$ cat src/dq_term_pkg.sv
// Constants for the DQ write termination controller: APB map, field
// layout, latency tables and settle timing. Used by the controller, the checker and the bench.
package dq_term_pkg;

    // ----------------------------------------------------------------
    // Register map
    // ----------------------------------------------------------------
    localparam logic [7:0] CTRL_OFFSET   = 8'h00;
    localparam logic [7:0] STATUS_OFFSET = 8'h04;
    localparam logic [31:0] CTRL_RESET   = 32'h0000_0000;

    // termination_mode_register fields
    localparam int STRENGTH_LSB  = 0;
    localparam int STRENGTH_W    = 3;
    localparam int WL_SET_BIT    = 3;
    localparam int BL32_BIT      = 4;
    localparam int BAND_LSB      = 5;
    localparam int BAND_W        = 3;
    localparam int WLEVEL_BIT    = 8;
    localparam int CTRL_W        = 9;

    // Status fields
    localparam int ST_DQ_BIT     = 0;
    localparam int ST_DQS_BIT    = 1;
    localparam int ST_WIN_BIT    = 2;
    localparam int ST_BADBAND_BIT = 3;
    localparam int ST_LOWPWR_BIT = 4;

    // Strength codes: calib_reference_resistance divided by 1..6
    localparam logic [2:0] STRENGTH_OFF   = 3'h0;
    localparam logic [2:0] STRENGTH_MAXOK = 3'h6;

    // ----------------------------------------------------------------
    // Latencies in link clock cycles from CAS-2
    // ----------------------------------------------------------------
    localparam int LAT_W = 6;
    localparam logic [LAT_W-1:0] LAT_NA    = 6'h00;
    localparam logic [LAT_W-1:0] BL32_EXTRA = 6'h08;
    localparam logic [BAND_W-1:0] BAND_LAST = 3'h5;

    // Index = band (0: 533-800 MHz ... 5: 1866-2133 MHz)
    localparam logic [LAT_W-1:0] ON_SET_FIRST  [6] = '{6'h00, 6'h04, 6'h04, 6'h06, 6'h06, 6'h08};
    localparam logic [LAT_W-1:0] ON_SET_SECOND [6] = '{6'h06, 6'h0c, 6'h0e, 6'h12, 6'h14, 6'h18};
    localparam logic [LAT_W-1:0] OFF_SET_FIRST [6] = '{6'h00, 6'h14, 6'h16, 6'h18, 6'h1a, 6'h1c};
    localparam logic [LAT_W-1:0] OFF_SET_SECOND[6] = '{6'h16, 6'h1c, 6'h20, 6'h24, 6'h28, 6'h2c};

    // ----------------------------------------------------------------
    // Settle times (ps) and pclk cycles at 4 ns
    // ----------------------------------------------------------------
    localparam int CLK_PERIOD_PS        = 4000;
    localparam int TERM_ON_SETTLE_MIN_PS  = 1500;
    localparam int TERM_ON_SETTLE_MAX_PS  = 3500;
    localparam int TERM_OFF_SETTLE_MIN_PS = 1500;
    localparam int TERM_OFF_SETTLE_MAX_PS = 3500;
    localparam int ON_MIN_CYC  = (TERM_ON_SETTLE_MIN_PS + CLK_PERIOD_PS - 1) / CLK_PERIOD_PS;
    localparam int ON_MAX_RAW  = TERM_ON_SETTLE_MAX_PS / CLK_PERIOD_PS;
    localparam int ON_MAX_CYC  = (ON_MAX_RAW < 1) ? 1 : ON_MAX_RAW;
    localparam int OFF_MIN_CYC = (TERM_OFF_SETTLE_MIN_PS + CLK_PERIOD_PS - 1) / CLK_PERIOD_PS;
    localparam int OFF_MAX_RAW = TERM_OFF_SETTLE_MAX_PS / CLK_PERIOD_PS;
    localparam int OFF_MAX_CYC = (OFF_MAX_RAW < 1) ? 1 : OFF_MAX_RAW;
    // Switch point takes the smaller of the two rounded cycle bounds
    localparam int ON_SETTLE_CYC  = (ON_MIN_CYC < ON_MAX_CYC) ? ON_MIN_CYC : ON_MAX_CYC;
    localparam int OFF_SETTLE_CYC = (OFF_MIN_CYC < OFF_MAX_CYC) ? OFF_MIN_CYC : OFF_MAX_CYC;
    localparam int SETTLE_W = 3;

    // Window tracking states
    typedef enum logic [1:0] {
        WIN_IDLE  = 2'b00,
        WIN_ARMED = 2'b01,
        WIN_COUNT = 2'b10
    } win_state_t;

endpackage : dq_term_pkg

$ cat src/link_sync.sv
// Two-flop synchroniser bank for link pins entering the pclk domain.
// Assumes each bit is an independent level; no bus coherency kept.
`timescale 1ns/1ns
module link_sync #(
    parameter int WIDTH = 4
) (
    input  wire logic             pclk,
    input  wire logic             presetn,
    input  wire logic [WIDTH-1:0] d,
    output logic      [WIDTH-1:0] q
);

    logic [WIDTH-1:0] meta_r;

    always_ff @(posedge pclk or negedge presetn) begin
        if (!presetn) begin
            meta_r <= '0;
            q      <= '0;
        end else begin
            meta_r <= d;
            q      <= meta_r;
        end
    end

endmodule : link_sync

$ cat src/dq_write_termination_control.sv
// DQ/DMI/DQS write termination controller with an APB register slave.
// Link pins (ck_link, cke, command strobes) are asynchronous to pclk;
// pclk must be fast enough to see every link clock edge.
//
// The placing of the registers and the APB slave port were chosen for this implementation.
`timescale 1ns/1ns

// How it works
// - Non-zero strength field enables termination; zero disables it entirely.
// - Strength codes 1..6 select reference resistance divided by 1..6.
// - Termination applies to every DQ, DMI and both strobe pins.
// - Idle pins stay high impedance; Write-1 or Mask Write-1 arms termination.
// - After the burst, termination returns off with no further command.
// - On latency counts link cycles from CAS-2 per band and set.
// - Off latency counts link cycles from CAS-2 per band and set.
// - Burst length 32 adds eight cycles to the off latency.
// - Turn-on completes between 1.5 ns and 3.5 ns after on latency; the settle stage here is one 4 ns pclk.
// - Turn-off completes between 1.5 ns and 3.5 ns after off latency; the settle stage here is one 4 ns pclk.
// - Write leveling terminates strobes only, and only when enabled.
// - No data termination during power-down or self-refresh.
module dq_write_termination_control (
    input  wire logic        pclk,
    input  wire logic        presetn,
    input  wire logic [7:0]  paddr,
    input  wire logic        psel,
    input  wire logic        penable,
    input  wire logic        pwrite,
    input  wire logic [31:0] pwdata,
    output logic      [31:0] prdata,
    output logic             pready,
    output logic             pslverr,
    input  wire logic        ck_link,
    input  wire logic        cke,
    input  wire logic        wr1_cmd,
    input  wire logic        cas2_cmd,
    input  wire logic        self_refresh,
    output logic             dq_term_en,
    output logic             dmi_term_en,
    output logic             dqs_term_en,
    output logic      [2:0]  term_resistance_sel
);

    // ----------------------------------------------------------------
    // Latency lookup
    // ----------------------------------------------------------------
    function automatic logic [dq_term_pkg::LAT_W-1:0] lat_lookup(
        input logic [dq_term_pkg::BAND_W-1:0] band,
        input logic                           set_second,
        input logic                           off_lat
    );
        logic [dq_term_pkg::LAT_W-1:0] v;
        v = dq_term_pkg::LAT_NA;
        if (band <= dq_term_pkg::BAND_LAST) begin
            if (off_lat) begin
                v = set_second ? dq_term_pkg::OFF_SET_SECOND[band]
                               : dq_term_pkg::OFF_SET_FIRST[band];
            end else begin
                v = set_second ? dq_term_pkg::ON_SET_SECOND[band]
                               : dq_term_pkg::ON_SET_FIRST[band];
            end
        end
        return v;
    endfunction : lat_lookup

    // ----------------------------------------------------------------
    // Link pin synchronisers and edge detect
    // ----------------------------------------------------------------
    logic [3:0] link_q;
    logic       ck_prev_r;

    link_sync #(
        .WIDTH (4)
    ) u_link_sync (
        .pclk    (pclk),
        .presetn (presetn),
        .d       ({ck_link, cke, wr1_cmd, cas2_cmd}),
        .q       (link_q)
    );

    // Edge history resets low like the idle link clock, so no false edge
    wire ck_s       = link_q[3];
    wire cke_s      = link_q[2];
    wire wr1_s      = link_q[1];
    wire cas2_s     = link_q[0];
    wire ck_rise    = ck_s & ~ck_prev_r;
    wire wr1_seen   = ck_rise & wr1_s;
    wire cas2_seen  = ck_rise & cas2_s;

    always_ff @(posedge pclk or negedge presetn) begin
        if (!presetn) begin
            ck_prev_r <= 1'b0;
        end else begin
            ck_prev_r <= ck_s;
        end
    end

    // ----------------------------------------------------------------
    // APB slave
    // ----------------------------------------------------------------
    logic [dq_term_pkg::CTRL_W-1:0] ctrl_r;

    wire        hit_ctrl   = (paddr == dq_term_pkg::CTRL_OFFSET);
    wire        hit_status = (paddr == dq_term_pkg::STATUS_OFFSET);
    wire        apb_access = psel & penable;
    wire        ctrl_wr    = apb_access & pwrite & hit_ctrl;
    wire [31:0] status_word;
    wire [31:0] read_word  = hit_ctrl   ? {{(32 - dq_term_pkg::CTRL_W){1'b0}}, ctrl_r}
                           : hit_status ? status_word
                           : 32'h0000_0000;

    // Zero wait states keep the write-to-effect delay fixed
    assign pready  = 1'b1;
    assign pslverr = apb_access & ~(hit_ctrl | hit_status);

    always_ff @(posedge pclk or negedge presetn) begin
        if (!presetn) begin
            ctrl_r <= dq_term_pkg::CTRL_RESET[dq_term_pkg::CTRL_W-1:0];
        end else if (ctrl_wr) begin
            ctrl_r <= pwdata[dq_term_pkg::CTRL_W-1:0];
        end
    end

    // Captured in setup so the word stands through the access cycle
    always_ff @(posedge pclk or negedge presetn) begin
        if (!presetn) begin
            prdata <= 32'h0000_0000;
        end else if (psel & ~penable & ~pwrite) begin
            prdata <= read_word;
        end
    end

    // ----------------------------------------------------------------
    // Configuration decode
    // ----------------------------------------------------------------
    wire [2:0] strength   = ctrl_r[dq_term_pkg::STRENGTH_LSB +: dq_term_pkg::STRENGTH_W];
    wire [2:0] band       = ctrl_r[dq_term_pkg::BAND_LSB +: dq_term_pkg::BAND_W];
    wire       set_second = ctrl_r[dq_term_pkg::WL_SET_BIT];
    wire       bl32       = ctrl_r[dq_term_pkg::BL32_BIT];
    wire       wlevel     = ctrl_r[dq_term_pkg::WLEVEL_BIT];

    wire       term_enabled = (strength != dq_term_pkg::STRENGTH_OFF);
    wire       low_power    = ~cke_s | self_refresh;

    // on latency per band and set
    wire [5:0] on_lat  = lat_lookup(band, set_second, 1'b0);
    // off latency per band and set
    wire [5:0] off_base = lat_lookup(band, set_second, 1'b1);
    wire [5:0] off_lat = off_base + (bl32 ? dq_term_pkg::BL32_EXTRA : dq_term_pkg::LAT_NA);
    // Undefined bands (set A at lowest band too) never open a write window
    wire       band_bad = (on_lat == dq_term_pkg::LAT_NA);
    wire       can_run  = term_enabled & ~band_bad & ~low_power & ~wlevel;

    // ----------------------------------------------------------------
    // Write window tracking
    // ----------------------------------------------------------------
    // Count runs in link edges; pclk only times the settle stage
    dq_term_pkg::win_state_t   win_r;
    dq_term_pkg::win_state_t   win_nxt;
    logic [5:0]                lat_cnt_r;
    logic [5:0]                lat_cnt_nxt;
    logic                      term_tgt_r;
    logic                      term_tgt_nxt;
    logic [2:0]                settle_r;
    logic [2:0]                settle_nxt;
    logic                      win_on_r;
    logic                      win_on_nxt;

    // Next link edge index, compared against both latencies
    wire       counting = (win_r == dq_term_pkg::WIN_COUNT);
    wire [5:0] lat_next = lat_cnt_r + 6'h01;
    wire       on_hit   = counting & ck_rise & (lat_next == on_lat);
    wire       off_hit  = counting & ck_rise & (lat_next == off_lat);

    always_comb begin
        win_nxt      = win_r;
        lat_cnt_nxt  = lat_cnt_r;
        term_tgt_nxt = term_tgt_r;
        settle_nxt   = settle_r;
        win_on_nxt   = win_on_r;
        unique case (win_r)
            dq_term_pkg::WIN_IDLE: begin
                if (wr1_seen) begin
                    win_nxt = dq_term_pkg::WIN_ARMED;
                end
            end
            dq_term_pkg::WIN_ARMED: begin
                if (cas2_seen) begin
                    win_nxt     = dq_term_pkg::WIN_COUNT;
                    lat_cnt_nxt = 6'h00;
                end
            end
            dq_term_pkg::WIN_COUNT: begin
                // Back-to-back write restarts the count; pins stay on meanwhile
                if (cas2_seen && wr1_seen) begin
                    lat_cnt_nxt = 6'h00;
                end else if (ck_rise) begin
                    lat_cnt_nxt = lat_cnt_r + 6'h01;
                end
                if (wr1_seen) begin
                    win_nxt = dq_term_pkg::WIN_ARMED;
                end
                if (on_hit) begin
                    term_tgt_nxt = 1'b1;
                    settle_nxt   = 3'(dq_term_pkg::ON_SETTLE_CYC);
                end
                if (off_hit) begin
                    term_tgt_nxt = 1'b0;
                    settle_nxt   = 3'(dq_term_pkg::OFF_SETTLE_CYC);
                    win_nxt      = wr1_seen ? dq_term_pkg::WIN_ARMED : dq_term_pkg::WIN_IDLE;
                end
            end
            default: begin
                win_nxt = dq_term_pkg::WIN_IDLE;
            end
        endcase
        if (settle_r != 3'h0) begin
            settle_nxt = settle_r - 3'h1;
            if (settle_r == 3'h1) begin
                win_on_nxt = term_tgt_r;
            end
        end
        // Zero strength, undefined band, leveling or low power drops any window at once
        if (!can_run) begin
            win_nxt      = dq_term_pkg::WIN_IDLE;
            lat_cnt_nxt  = 6'h00;
            term_tgt_nxt = 1'b0;
            settle_nxt   = 3'h0;
            win_on_nxt   = 1'b0;
        end
    end

    always_ff @(posedge pclk or negedge presetn) begin
        if (!presetn) begin
            win_r     <= dq_term_pkg::WIN_IDLE;
            lat_cnt_r <= 6'h00;
        end else begin
            win_r     <= win_nxt;
            lat_cnt_r <= lat_cnt_nxt;
        end
    end

    // settle stage
    // Settle rounds to one pclk: the clock is coarser than the
    // 1.5 ns to 3.5 ns window, so a faster pclk would track it closer
    always_ff @(posedge pclk or negedge presetn) begin
        if (!presetn) begin
            term_tgt_r <= 1'b0;
            settle_r   <= 3'h0;
            win_on_r   <= 1'b0;
        end else begin
            term_tgt_r <= term_tgt_nxt;
            settle_r   <= settle_nxt;
            win_on_r   <= win_on_nxt;
        end
    end

    // ----------------------------------------------------------------
    // Pin termination outputs
    // ----------------------------------------------------------------
    // leveling terminates strobes only
    wire       dqs_level = wlevel & term_enabled & ~low_power;
    wire       dq_nxt    = win_on_r & can_run;
    // resistance code; code 7 is not defined, held off
    wire [2:0] sel_nxt   = (strength <= dq_term_pkg::STRENGTH_MAXOK) ? strength : 3'h0;

    always_ff @(posedge pclk or negedge presetn) begin
        if (!presetn) begin
            dq_term_en  <= 1'b0;
            dmi_term_en <= 1'b0;
            dqs_term_en <= 1'b0;
        end else begin
            // same window on DQ, DMI, DQS
            dq_term_en  <= dq_nxt;
            dmi_term_en <= dq_nxt;
            dqs_term_en <= dq_nxt | dqs_level;
        end
    end

    // Code follows the field even while idle, so it is ready at turn-on
    always_ff @(posedge pclk or negedge presetn) begin
        if (!presetn) begin
            term_resistance_sel <= 3'h0;
        end else begin
            term_resistance_sel <= sel_nxt;
        end
    end

    // ----------------------------------------------------------------
    // Status word
    // ----------------------------------------------------------------
    // Live levels, no capture: a read shows the state at its setup cycle
    assign status_word = {27'h0,
                          low_power,
                          band_bad,
                          counting,
                          dqs_term_en,
                          dq_term_en};

endmodule : dq_write_termination_control

$ cat config.mk
export PLATFORM = sky130hd
export DESIGN_NAME = dq_write_termination_control
export DESIGN_NICKNAME = d
export VERILOG_FILES = /design/src/dq_term_pkg.sv /design/src/link_sync.sv /design/src/dq_write_termination_control.sv
export SDC_FILE = /design/constraint.sdc
export NUM_CORES = 1
export LEC_CHECK = 0
export BUFFER_PORTS_ARGS = -buffer_cell sky130_fd_sc_hd__buf_2
export CAP_MARGIN = 25
export CELL_PAD_IN_SITES_DETAIL_PLACEMENT = 1
export CELL_PAD_IN_SITES_GLOBAL_PLACEMENT = 1
export CORE_UTILIZATION = 37
export DETAILED_ROUTE_END_ITERATION = 16
export PLACE_DENSITY_LB_ADDON = 0.1
export SLEW_MARGIN = 40
export SYNTH_ARGS = -nofsm -noshare
export SYNTH_HDL_FRONTEND = slang
export SYNTH_SLANG_ARGS = --single-unit
export TNS_END_PERCENT = 50
$ cat constraint.sdc
create_clock -name pclk -period 3 [get_ports pclk]
set_input_delay 0.9 -clock pclk [delete_from_list [all_inputs] [get_ports pclk]]
set_output_delay 0.9 -clock pclk [all_outputs]
set_load 0.02 [all_outputs]
[Word-level counts from Yosys, hierarchy flattened]
Memory sizes are Yosys's and may differ from the RTL's.
Cells that the tools add are included.
Word-level totals
  output and inout port bits: 40
  memories kept: 4
  input port bits: 50
  register bits after elaboration: 68
  ROM bits: 192
Operators by class
  $add $sub $neg: 3
  bitwise gates (word level): 30
  muxes and demuxes: 39
  reduce and logical (&&, ||, !) cells: 10
  eq/ne operators: 15
  order comparisons: 3
Memory list
  (no name shown): words 8, bits a word 6, rd ports 1, clocked after memory_dff 0, wr ports 0, RTL line dq_write_termination_control.sv:59  | : dq_term_pkg::ON_SET_FIRST[band];
  (no name shown): words 8, bits a word 6, rd ports 1, clocked after memory_dff 0, wr ports 0, RTL line dq_write_termination_control.sv:58  | v = set_second ? dq_term_pkg::ON_SET_SECOND[band]
  (no name shown): words 8, bits a word 6, rd ports 1, clocked after memory_dff 0, wr ports 0, RTL line dq_write_termination_control.sv:56  | : dq_term_pkg::OFF_SET_FIRST[band];
  (no name shown): words 8, bits a word 6, rd ports 1, clocked after memory_dff 0, wr ports 0, RTL line dq_write_termination_control.sv:55  | v = set_second ? dq_term_pkg::OFF_SET_SECOND[band]
Operators by type and width (count)
  two-way mux 6 bit: 16
  AND 1 bit: 18
  two-way mux 3 bit: 6
  equality test 6 bit: 2
  case mux 6 bit (2 select lines): 1
  two-way mux 9 bit: 1
  inequality test 3 x 1 -> 1 bit, second input constant: 3
  equality test 8 x 3 -> 1 bit, second input constant: 1
  zero test 8 bit: 1
  two-way mux 1 bit: 8
  two-way mux 2 bit: 4
  inverter 1 bit: 8
  adder 6 x 1 -> 6 bit, second input constant: 1
  adder 6 x 4 -> 6 bit: 1
  less-or-equal comparator 3 bit, second input constant: 2
  zero test 6 bit: 1
  inequality test 2 x 1 -> 1 bit, second input constant: 3
  case mux 2 bit (3 select lines): 1
  AND reduction 2 bit: 3
  nonzero test 3 bit: 2
  two-way mux 5 bit: 1
  >= comparator 4 bit, second input constant: 1
  two-way mux 4 bit: 1
  inequality test 4 x 1 -> 1 bit, second input constant: 1
  11 further kinds: 13

[Longest topological paths before layout]
Gate-level depths: netlist (run 1).
  depth in word-level cells: 13
  depth in mapped cells: 14

[Hierarchy]
A second synthesis (run 1) with hierarchy kept.
Unflattened totals
  cell total of the unflattened synthesis: 265
  area, all modules: 2597.5 um^2
Modules (own cells, without submodules)
  dq_write_termination_control: times used 1, seq. area each 925.9 um^2, area each 2397.3 um^2, cells each 257
  link_sync: times used 1, seq. area each 200.2 um^2, area each 200.2 um^2, cells each 8

[Worst setup path after synthesis (run 1)]
Ideal clock, no wire load.
  path kind: register to register
  start: reg ctrl_r[5] (netlist bit)
  end: reg settle_r[1]
  path slack: 0.393 ns
  library setup time: 0.123 ns
  cell stages (with the launch flop): 10
  required time: 2.877 ns
  data arrival time: 2.484 ns
  path through: dfrtp_1 -> inv_1 -> ha_1 -> and3b_1 -> or2_1 -> or3_1 -> o311a_1 -> or4_4 -> a31oi_1 -> o2bb2ai_1
On the way
  longest elaborated chain between the ends: 13
  elaborated cells between the ends (all ways): 35
  those cells by class: add/sub: 1; order compare: 1; eq/ne: 4; mux: 16; bitwise: 7; reduce/logical: 2; memory: 4
Ends and longest elaborated chain
  start, declared: RTL line dq_write_termination_control.sv:100  | logic [dq_term_pkg::CTRL_W-1:0] ctrl_r;
  start signal, assigned: RTL line dq_write_termination_control.sv:117  | ctrl_r <= dq_term_pkg::CTRL_RESET[dq_term_pkg::CTRL_W-1:0];
  start signal, assigned: RTL line dq_write_termination_control.sv:119  | ctrl_r <= pwdata[dq_term_pkg::CTRL_W-1:0];
  inverter 3 -> 4 bit
  memory read (8 x 6 bit), on equally long branches
  two-way mux 6 bit, on equally long branches (2 in series)
  two-way mux 6 bit, on equally long branches: RTL line dq_write_termination_control.sv:55, dq_write_termination_control.sv:58
  two-way mux 6 bit: RTL line dq_write_termination_control.sv:53  | if (band <= dq_term_pkg::BAND_LAST) begin
  adder 6 x 4 -> 6 bit / zero test 6 bit (equally long branches): RTL line dq_write_termination_control.sv:148, dq_write_termination_control.sv:150
  equality test 6 bit / inverter 1 bit (equally long branches): RTL line dq_write_termination_control.sv:172, dq_write_termination_control.sv:151
  AND 1 bit, on equally long branches: RTL line dq_write_termination_control.sv:172, dq_write_termination_control.sv:151
  two-way mux 3 bit / AND 1 bit (equally long branches): RTL line dq_write_termination_control.sv:206, dq_write_termination_control.sv:151
  two-way mux 3 bit / AND 1 bit (equally long branches): RTL line dq_write_termination_control.sv:180, dq_write_termination_control.sv:151
  two-way mux 3 bit (tied with other cells): RTL line dq_write_termination_control.sv:216  | if (settle_r != 3'h0) begin
  two-way mux 3 bit / AND reduction 2 bit (equally long branches)
  end signal, assigned: RTL line dq_write_termination_control.sv:252  | settle_r <= settle_nxt;
  end, declared: RTL line dq_write_termination_control.sv:163  | logic [2:0] settle_r;
Several ways; a longest one is shown, not always the timed one. The select of a mux whose other input is x is not followed.
A chain may end at the register's enable or synchronous reset.

[Worst setup path after layout (run 1)]
  start: reg ctrl_r[5] (netlist bit)
  end: reg settle_r[0]
The elaborated chain is that of the path after synthesis.

==> summary by stage, run 1 <==
Route
The count of nets left with antenna violations once routing finished came out at 0. The final route contains 2005 vias. The per-cell via count in the routed design is 4.797.

The final layout contains routed wiring with a total length of 6067 um. The residual DRC count is 0. The final routed wire length divided by cell count is 14.51 um.

The starting DRC count in detailed routing is 63. The first detailed-routing pass took 4 iterations.

Yosys
Yosys mapped a number of flops with a built-in enable equal to 0. The register bit total from synthesis is 45. The dominant synthesized flop cell is dfrtp_1. The fraction of synthesized area in multiplexers is 0.04517.

The fraction of the mapped netlist area in simple logic gates is 0.1610. The adder-cell share of the synthesized area is 0.04805. The average size of a mapped cell is 9.644 um2. For this run, the number of Yosys warnings is 0. The number of cells produced by synthesis is 270. The number of distinct library cells after synthesis is 55. The share of the synthesized area in the top cell type is 0.4325.

The library cell with the largest summed area after synthesis is dfrtp_1. The sequential element share of the synthesized area is 0.4325. The dominant combinational cell family by area after synthesis is compound AO/OA/AOI/OAI gates. The synthesized-area fraction occupied by ao, oa, aoi and oai cells was 0.1634.

In this run the cell area of the synthesized design comes to 2604 um2. In the synthesized netlist the async set-or-reset flop fraction comes to 1.000. By area the synthesized netlist is led by dfrtp_1 43%, buf_4 7.8%, ha_1 4.8%. The area share of xor/xnor cells in the synthesized design is 0.04709.

Power
The total leakage power is 1.452 nW. The power per unit of standard cell area is 397.7 nW/um2. VDD sags by at most 0.2718 mV.

Min path
The type of the most critical hold path is reg -> reg.

STA
The tightest hold path in the finished design has a slack of 351.7 ps. The highest achievable clock rate is 358.1 MHz. The worst clock skew is 8.930 ps. The slew of the pin with the lowest slew margin is 589.0 ps.

The number of endpoints with negative hold slack in the final report is 0. The number of setup violations in the final report is 0. The max-slew violation count came to 0. Dividing the final minimum period by the clock period gives 0.9308. After layout, the minimum clock period comes to 2792 ps. The tightest slew margin relative to the limit is 0.6073. The final total negative setup slack is 0 ps.

Global routing
The total grt overflow is 0. The initial antenna violation count was 0. The total routing usage reported by global routing is 0.1797. The first-pass GRT wire length is 10200 um. The via count of the first global-routing pass is 2097. The largest net degree at the start of global routing is 46.

Worst setup path
The signal on the critical path passes through ha_2 > or2_2 > a21oi_1 > a21oi_1 > ha_1 > ha_4 > nand3_1 > o2bb2a_1 > nand3_1 > a21oi_2 > o2111ai_4 > nand3_2 > o211a_1. The required time at the endpoint of the critical path is 3190 ps. The maximum fanout along the worst path is 6. The critical path class is reg -> reg. The cell at the slowest stage of the critical path is dfrtp_2. The worst setup path is captured at a register. The biggest cell delay along the critical path is 450 ps. The category of the worst setup path launch point is a register. Counting both buffers and inverters, the worst setup path holds a total of 0. The data arrival at the endpoint of the critical path is 2980 ps.

On the critical path the largest part of the delay comes from compound AO/OA/AOI/OAI gates.

Flow run
Across the run, the number of max-cap violations was 0.

Final layout
The layout overhead on the synthesized area is 16.29%. In the final layout, the share of cells above drive strength 1 is 0.2422. The count of nets after finishing is 381. The filler cells instantiated in the layout total 796. Summing all non-filler instances in the final layout gives an area of 3028 um2. Summing all flip-flop and latch instances after layout gives 1127 um2. The combined area of the multi-input logic cells is 1330 um2. The number of antenna diodes in the final layout is 0.

Die
The die covers 7376 um2. The vertical die dimension is 85.89 um. The x dimension of the die is 85.89 um. The initialized floorplan defines 30 standard-cell rows.

The initial core utilization is 0.3832. The core region is 6794 um2. The count of pins on the block boundary is 90.

CTS
The number of clock sinks seen by CTS is 45. TritonCTS built the clock tree. In this run, post-CTS hold repair placed 0 buffers. CTS placed an instance of clkbuf_8 at the clock tree root. The H-tree was split into 2 levels. The later pin in the worst-skew pair is clocked with a latency of 300 ps. Buffers inserted during clock tree synthesis total 5. The maximum buffer depth of the clock tree is 2. The clock-pin slew on the worst setup and hold paths is 90 ps.

Placed design
The placed wire-length estimate after detailed placement is 4476 um. Once placement finished, the instance area stood at 2865 um2. Routability-driven placement finished with a final weighted congestion of 0.7944. Buffers placed on the I/O ports in this run total 42.

Outcome
The flow ran to the end, and the final reports show no timing, DRC or antenna violations.
placed cells by master, fill, tap and decap left out, drive strengths merged, types with 3 or more instances in the layout:
cell type  Yosys  final
inv            7      7
and3           3      3
nand2b         4      4
mux2i          5      5
nor2b          6      6
clkbuf         4      7
nand3          8      8
ha            10     10
xnor2         10     10
buf           29     55
conb           2     24
o21ai         21     21
o31ai          5      5
a21oi         15     15
nand2         33     33
dfrtp         45     45
nor3           3      3
a21o           3      3
or2            3      3
mux2           6      6
a21boi         3      3
nor2          12     12
xor2           4      4
cell families (layout without fill, tap and decap cells):
family | Yosys count | in the layout
xor gates and xnor gates | 14 | 14
other | 2 | 24
buffers and inverters | 40 | 70
AOI/OAI and AO/OA | 65 | 65
adders and majority gates | 10 | 10
DFF | 45 | 45
and+or+nand+nor | 83 | 83
muxes | 11 | 11
flip-flops by register name, indices dropped and copies added (netlist names):
signal and cells:
u_link_sync.meta_r 4, ctrl_r 9, dqs_term_en 1, win_on_r 1, term_resistance_sel 3, lat_cnt_r 6
prdata 9, dmi_term_en 1, term_tgt_r 1, win_r 2, ck_prev_r 1, u_link_sync.q 4
settle_r 3
cell type report:
cell class              instances  area share
multi-input cells             207      0.4393
clock buffers                   7     0.02851
inverters                       7    0.008678
well taps                      96     0.03967
repair buffers                 55      0.1017
clock inverters                 1    0.009917
flip-flops and latches         45      0.3723
Yosys cell counts (all sizes together), types with 2 or more instances:
library cell and n:
nand3 8, and3 3, o21a 2, ha 10, nand2b 4, a31oi 2
a21oi 15, or2 3, xor2 4, nor2 12, conb 2, clkbuf 4
and2 2, nand2 33, nor4 2, and2b 2, a2111oi 2, a21boi 3
dfrtp 45, o31ai 5, mux2 6, a21o 3, xnor2 10, mux2i 5
nor3 3, buf 29, o21ai 21, nor2b 6, inv 7
metrics by stage:
stage | total power [mW] | setup slack, ps | utilization | std cells
floorplan | 0.7192 | 393.0 | - | 292
global placement | 0.7382 | 104.4 | 0.4217 | 408
detailed placement | 0.7407 | 82.28 | 0.4217 | 408
CTS | 1.224 | 48.22 | 0.4389 | 416
global route | 1.259 | -6.902 | 0.4457 | 418
finish | 1.204 | 207.6 | 0.4457 | 418
repair_timing:
| item | CTS | global route |
|---|---|---|
| buffers inserted | 0 | 2 |
| endpoints found under the setup margin | 0 | 5 |
| gates resized for setup | 0 | 5 |
layer usage:
metal / GRT usage / share of wire
met5: 0 / 0
met4: 0.05758 / 0.017
met3: 0.03272 / 0.027
met2: 0.3117 / 0.51
met1: 0.2261 / 0.45
worst register-to-register path, delay by kind of cell (launching register included):
family,cells,cell delay [ps]
compound gates,6,880
fa+ha+maj,3,740
simple gates,4,600
flops,1,450
power breakdown:
group          switching [mW]  total (mW)  internal (mW)  leakage, nW
Clock                   0.203       0.474          0.272       0.0585
Sequential            0.00643       0.622          0.615        0.592
Combinational          0.0734       0.108         0.0346        0.802
final timing paths:
check	start	endpoint	slack, ps	depth (start not counted)
worst max-delay path	ctrl_r[5]$_DFFE_PN0P_	settle_r[0]$_DFFE_PN0P_	210	13
worst min-delay path	u_link_sync.meta_r[2]$_DFF_PN0_	u_link_sync.q[2]$_DFF_PN0_	350	0
worst max register to register	ctrl_r[5]$_DFFE_PN0P_	settle_r[0]$_DFFE_PN0P_	210	13
worst min register to register	u_link_sync.meta_r[2]$_DFF_PN0_	u_link_sync.q[2]$_DFF_PN0_	350	0
max in group asynchronous	presetn	u_link_sync.meta_r[3]$_DFF_PN0_	1910	2
min in group asynchronous	presetn	ctrl_r[7]$_DFFE_PN0P_	680	2
No activity file was read; power rests on OpenSTA's default activity.
==> inputs of run 2 (changes only) <==
--- a/config.mk
+++ b/config.mk
@@ -15,5 +15,6 @@
 export SLEW_MARGIN = 40
 export SYNTH_ARGS = -nofsm -noshare
 export SYNTH_HDL_FRONTEND = slang
+export SYNTH_HIERARCHICAL = 1
 export SYNTH_SLANG_ARGS = --single-unit
 export TNS_END_PERCENT = 50
==> summary by stage, run 2 <==
Worst setup path
The most numerous cell on the critical path is ha_1. The count of buffer and inverter cells on the critical path is 2. Of all nets on the critical path, the largest fanout is 3. At the worst endpoint, the required time is 3230 ps. The endpoint identified for the worst register-to-register timing path is settle_r[1]$_DFFE_PN0P_.

Walking the worst path, the cells encountered are inv_1 > ha_1 > nand2b_1 > o22a_1 > ha_1 > ha_1 > xor2_1 > xnor2_1 > nor4_2 > buf_4 > a31o_1 > mux2_4 > o211ai_2. The worst setup path is captured at a register. The biggest cell delay along the critical path is 380 ps. The number of gates on the worst path with buffers counted is 13. The critical path class is reg -> reg.

The worst setup path is launched from a register. For flop-to-flop paths, the worst setup slack is 300 ps. The worst register-to-register path has a depth of 13. In this design, the largest share of critical-path delay is due to adder cells. The slowest stage of the critical path belongs to the cell dfrtp_1.

Data on the critical path arrives at its endpoint at 2930 ps. The worst register-to-register path begins at ctrl_r[6]$_DFFE_PN0P_.

Global routing
The via count of the first global-routing pass is 2089. The total grt overflow is 0. For this run, the total global-route usage over all layers was measured as 0.1777.

The initial antenna violation count is 0. Entering global routing, the biggest net connects 27 pins. The first global-routing pass estimated 10210 um of wire.

Yosys
The number of cells produced by synthesis is 265. The synthesized design spends more area on one cell type than any other, namely dfrtp_1. Of the total synthesized cell area, the portion taken by XOR and XNOR cells is 0.04721.

The mapped netlist covers 2597 um2. The synthesized design contains 0 enable-type register cells. Of the post-synthesis cell area, the dominant cell type holds 0.4335. Of the post-synthesis cell area, the part taken by muxes is 0.06358. After synthesis, the largest family of logic cells by area is simple AND/OR/NAND/NOR gates. The fraction of the mapped netlist area in simple logic gates is 0.1700. For this run, the register share of the synthesized area comes to 0.4335. The leading cell type by number of instances after synthesis is dfrtp_1. In the synthesized netlist the async set-or-reset flop fraction comes to 1.000. By area the synthesized netlist is led by dfrtp_1 43%, buf_4 7.2%, ha_1 4.8%. The register bit total from synthesis is 45. The synthesized-area fraction occupied by ao, oa, aoi and oai cells is 0.1368. By count the netlist is led by 45 x dfrtp_1, 32 x nand2_1, 25 x buf_4. Of the total synthesized cell area, the portion taken by full adders, half adders and majority gates is 0.04817. The dominant synthesized flop cell is dfrtp_1. The count of synthesis-stage warnings from yosys is 6. After synthesis, the mean cell area works out to 9.802 um2. The synthesized netlist contains 47 unique library cells.

Final layout
Across the whole layout, storage elements account for 1126 um2. The largest registers in the layout are ctrl_r (9), prdata (9), lat_cnt_r (6). The count of placed standard cells in the final layout, fillers left out is 420. The library cells used most frequently in the layout, excluding fill and tap cells, are 45 x dfrtp_1, 42 x buf_2, 31 x nand2_1. The most common cell after layout, fill and taps aside is dfrtp_1. The multi-input combinational cells in the finished layout cover a total of 1314 um2. Of the cells placed in the final design, the portion with a size suffix greater than 1 is 0.2685. The antenna diode count is 0. For this run, the post-layout net count is 383.

The layout has 796 filler cells. The layout overhead on the synthesized area is 18.06%.

Route
Dividing the detail-routed via count by the number of cells gives 4.760. After detailed routing, the average wire length per cell comes to 14.09 um. The residual DRC count is 0.

The number of antenna-violating nets in the routed design is 0. The via count of the routed design is 1999. For this block, the routed nets add up to 5919 um of wire. Before antenna repair, the detailed router went through 4 iterations. The starting DRC count in detailed routing is 67.

Die
After floorplanning, the core was divided into 30 placement rows. After floorplanning, the core was sized to cover 6794 um2. The count of pins on the block boundary is 90.

The full die area is 7359 um2. The vertical die dimension is 85.79 um. The die is 85.79 um wide. The initial core utilization is 0.3823.

STA
The clock arrives with 7.516 ps of skew. Setup violations remaining at the end of the flow were counted as 0. The number of endpoints with negative hold slack in the final report is 0. The time the worst path needs with I/O delays and setup is 2700 ps. The slew of the pin with the lowest slew margin is 566.7 ps. The highest achievable clock rate is 370.3 MHz.

Headroom to the max-slew limit came out at 0.6213. The final total negative setup slack is 0 ps. The fraction of the cycle the final worst path needs is 0.9001.

Setup repair after global routing left no endpoint under its margin. The max-slew violation count is 0. Final hold analysis gives a worst-case slack of 357.0 ps.

CTS
CTS built an H-tree with a depth of 2. The maximum buffer depth of the clock tree is 2. At the later pin of the worst-skew pair, clock insertion delay measures 300 ps. The TritonCTS clock tree is done. The cell sitting at the root of the clock tree is a clkbuf_8. Clock tree synthesis found a total of 45 sinks. The clock-pin slew on the worst setup and hold paths is 90 ps. Counting the buffers created by CTS gives 5.

Power
The power consumption is 1.211 mW. VDD sags by at most 0.2350 mV. Power spread over the standard cell area amounts to 395.0 nW/um2. The total leakage power is 1.493 nW.

Placed design
The placed wire-length estimate after detailed placement is 4600 um. The routability-driven placement congestion ratio is 0.7491. The number of cells in the design after placement is 412. Buffers placed on the I/O ports in this run total 42.

Min path
The endpoint with the worst hold slack is u_link_sync/q[3]$_DFF_PN0_. The start point of the worst hold path is u_link_sync/meta_r[3]$_DFF_PN0_. Along the worst hold path, the cell count comes to 0.

The worst hold path belongs to the class reg -> reg.

Outcome
The flow ran to the end, and the final reports show no timing, DRC or antenna violations.

Flow run
Max-cap violations in this run came to 0.
==> run 2: cell families after synthesis <==
family / count (synthesis)
AND/OR/NAND/NOR: 88
AO/OA/AOI/OAI: 50
flip-flops: 45
buffers and inverters: 41
multiplexers: 15
XOR/XNOR: 14
adder cells (fa/ha/maj): 10
other: 2
==> run 2: per-layer routing <==
layer	GRT usage	vias up	share of wire
met1	0.2335	972	0.48
met3	0.02887	8	0.030
met5	0	-	0
li1	-	982	-
met2	0.2996	37	0.48
met4	0.05758	0	0.012
==> run 2: where the power goes <==
part           switching (mW)  internal [mW]
clock                   0.212          0.271
combinational          0.0724         0.0354
sequential            0.00536          0.615
==> run 2: area by class of cell <==
type	instances	area share
Timing Repair Buffer	61	0.1151
Clock buffer	6	0.02693
Sequential cell	45	0.3672
Multi-Input combinational cell	201	0.4284
Tap cell	96	0.03917
Clock inverter	2	0.01224
Inverter	9	0.01102
==> run 2: per-stage QoR <==
stage	setup slack [ps]	instance area [um2]	util
final	299.7	3067	0.4514
after detailed placement	167.2	2933	0.4317
after global routing	60.22	3067	0.4514
after CTS	126.1	3053	0.4494
after floorplan	336.1	2680	-
after global placement	189.0	2933	0.4317
==> run 2: worst max-delay path by stage <==
stage / from / endpoint / slack (ps)
floorplan: ctrl_r[6]$_DFFE_PN0P_ / settle_r[2]$_DFFE_PN0P_ / 340
global placement: ctrl_r[6]$_DFFE_PN0P_ / settle_r[2]$_DFFE_PN0P_ / 190
detailed placement: ctrl_r[6]$_DFFE_PN0P_ / settle_r[2]$_DFFE_PN0P_ / 170
CTS: ctrl_r[6]$_DFFE_PN0P_ / settle_r[2]$_DFFE_PN0P_ / 130
global route: ctrl_r[6]$_DFFE_PN0P_ / settle_r[2]$_DFFE_PN0P_ / 60
finish: ctrl_r[6]$_DFFE_PN0P_ / settle_r[1]$_DFFE_PN0P_ / 300
==> run 2: repair_timing <==
item / CTS / global route
resized for setup: 0 / 3
setup endpoints to repair: 0 / 4
setup buffers: 0 / 0
hold buffers: 0 / 0
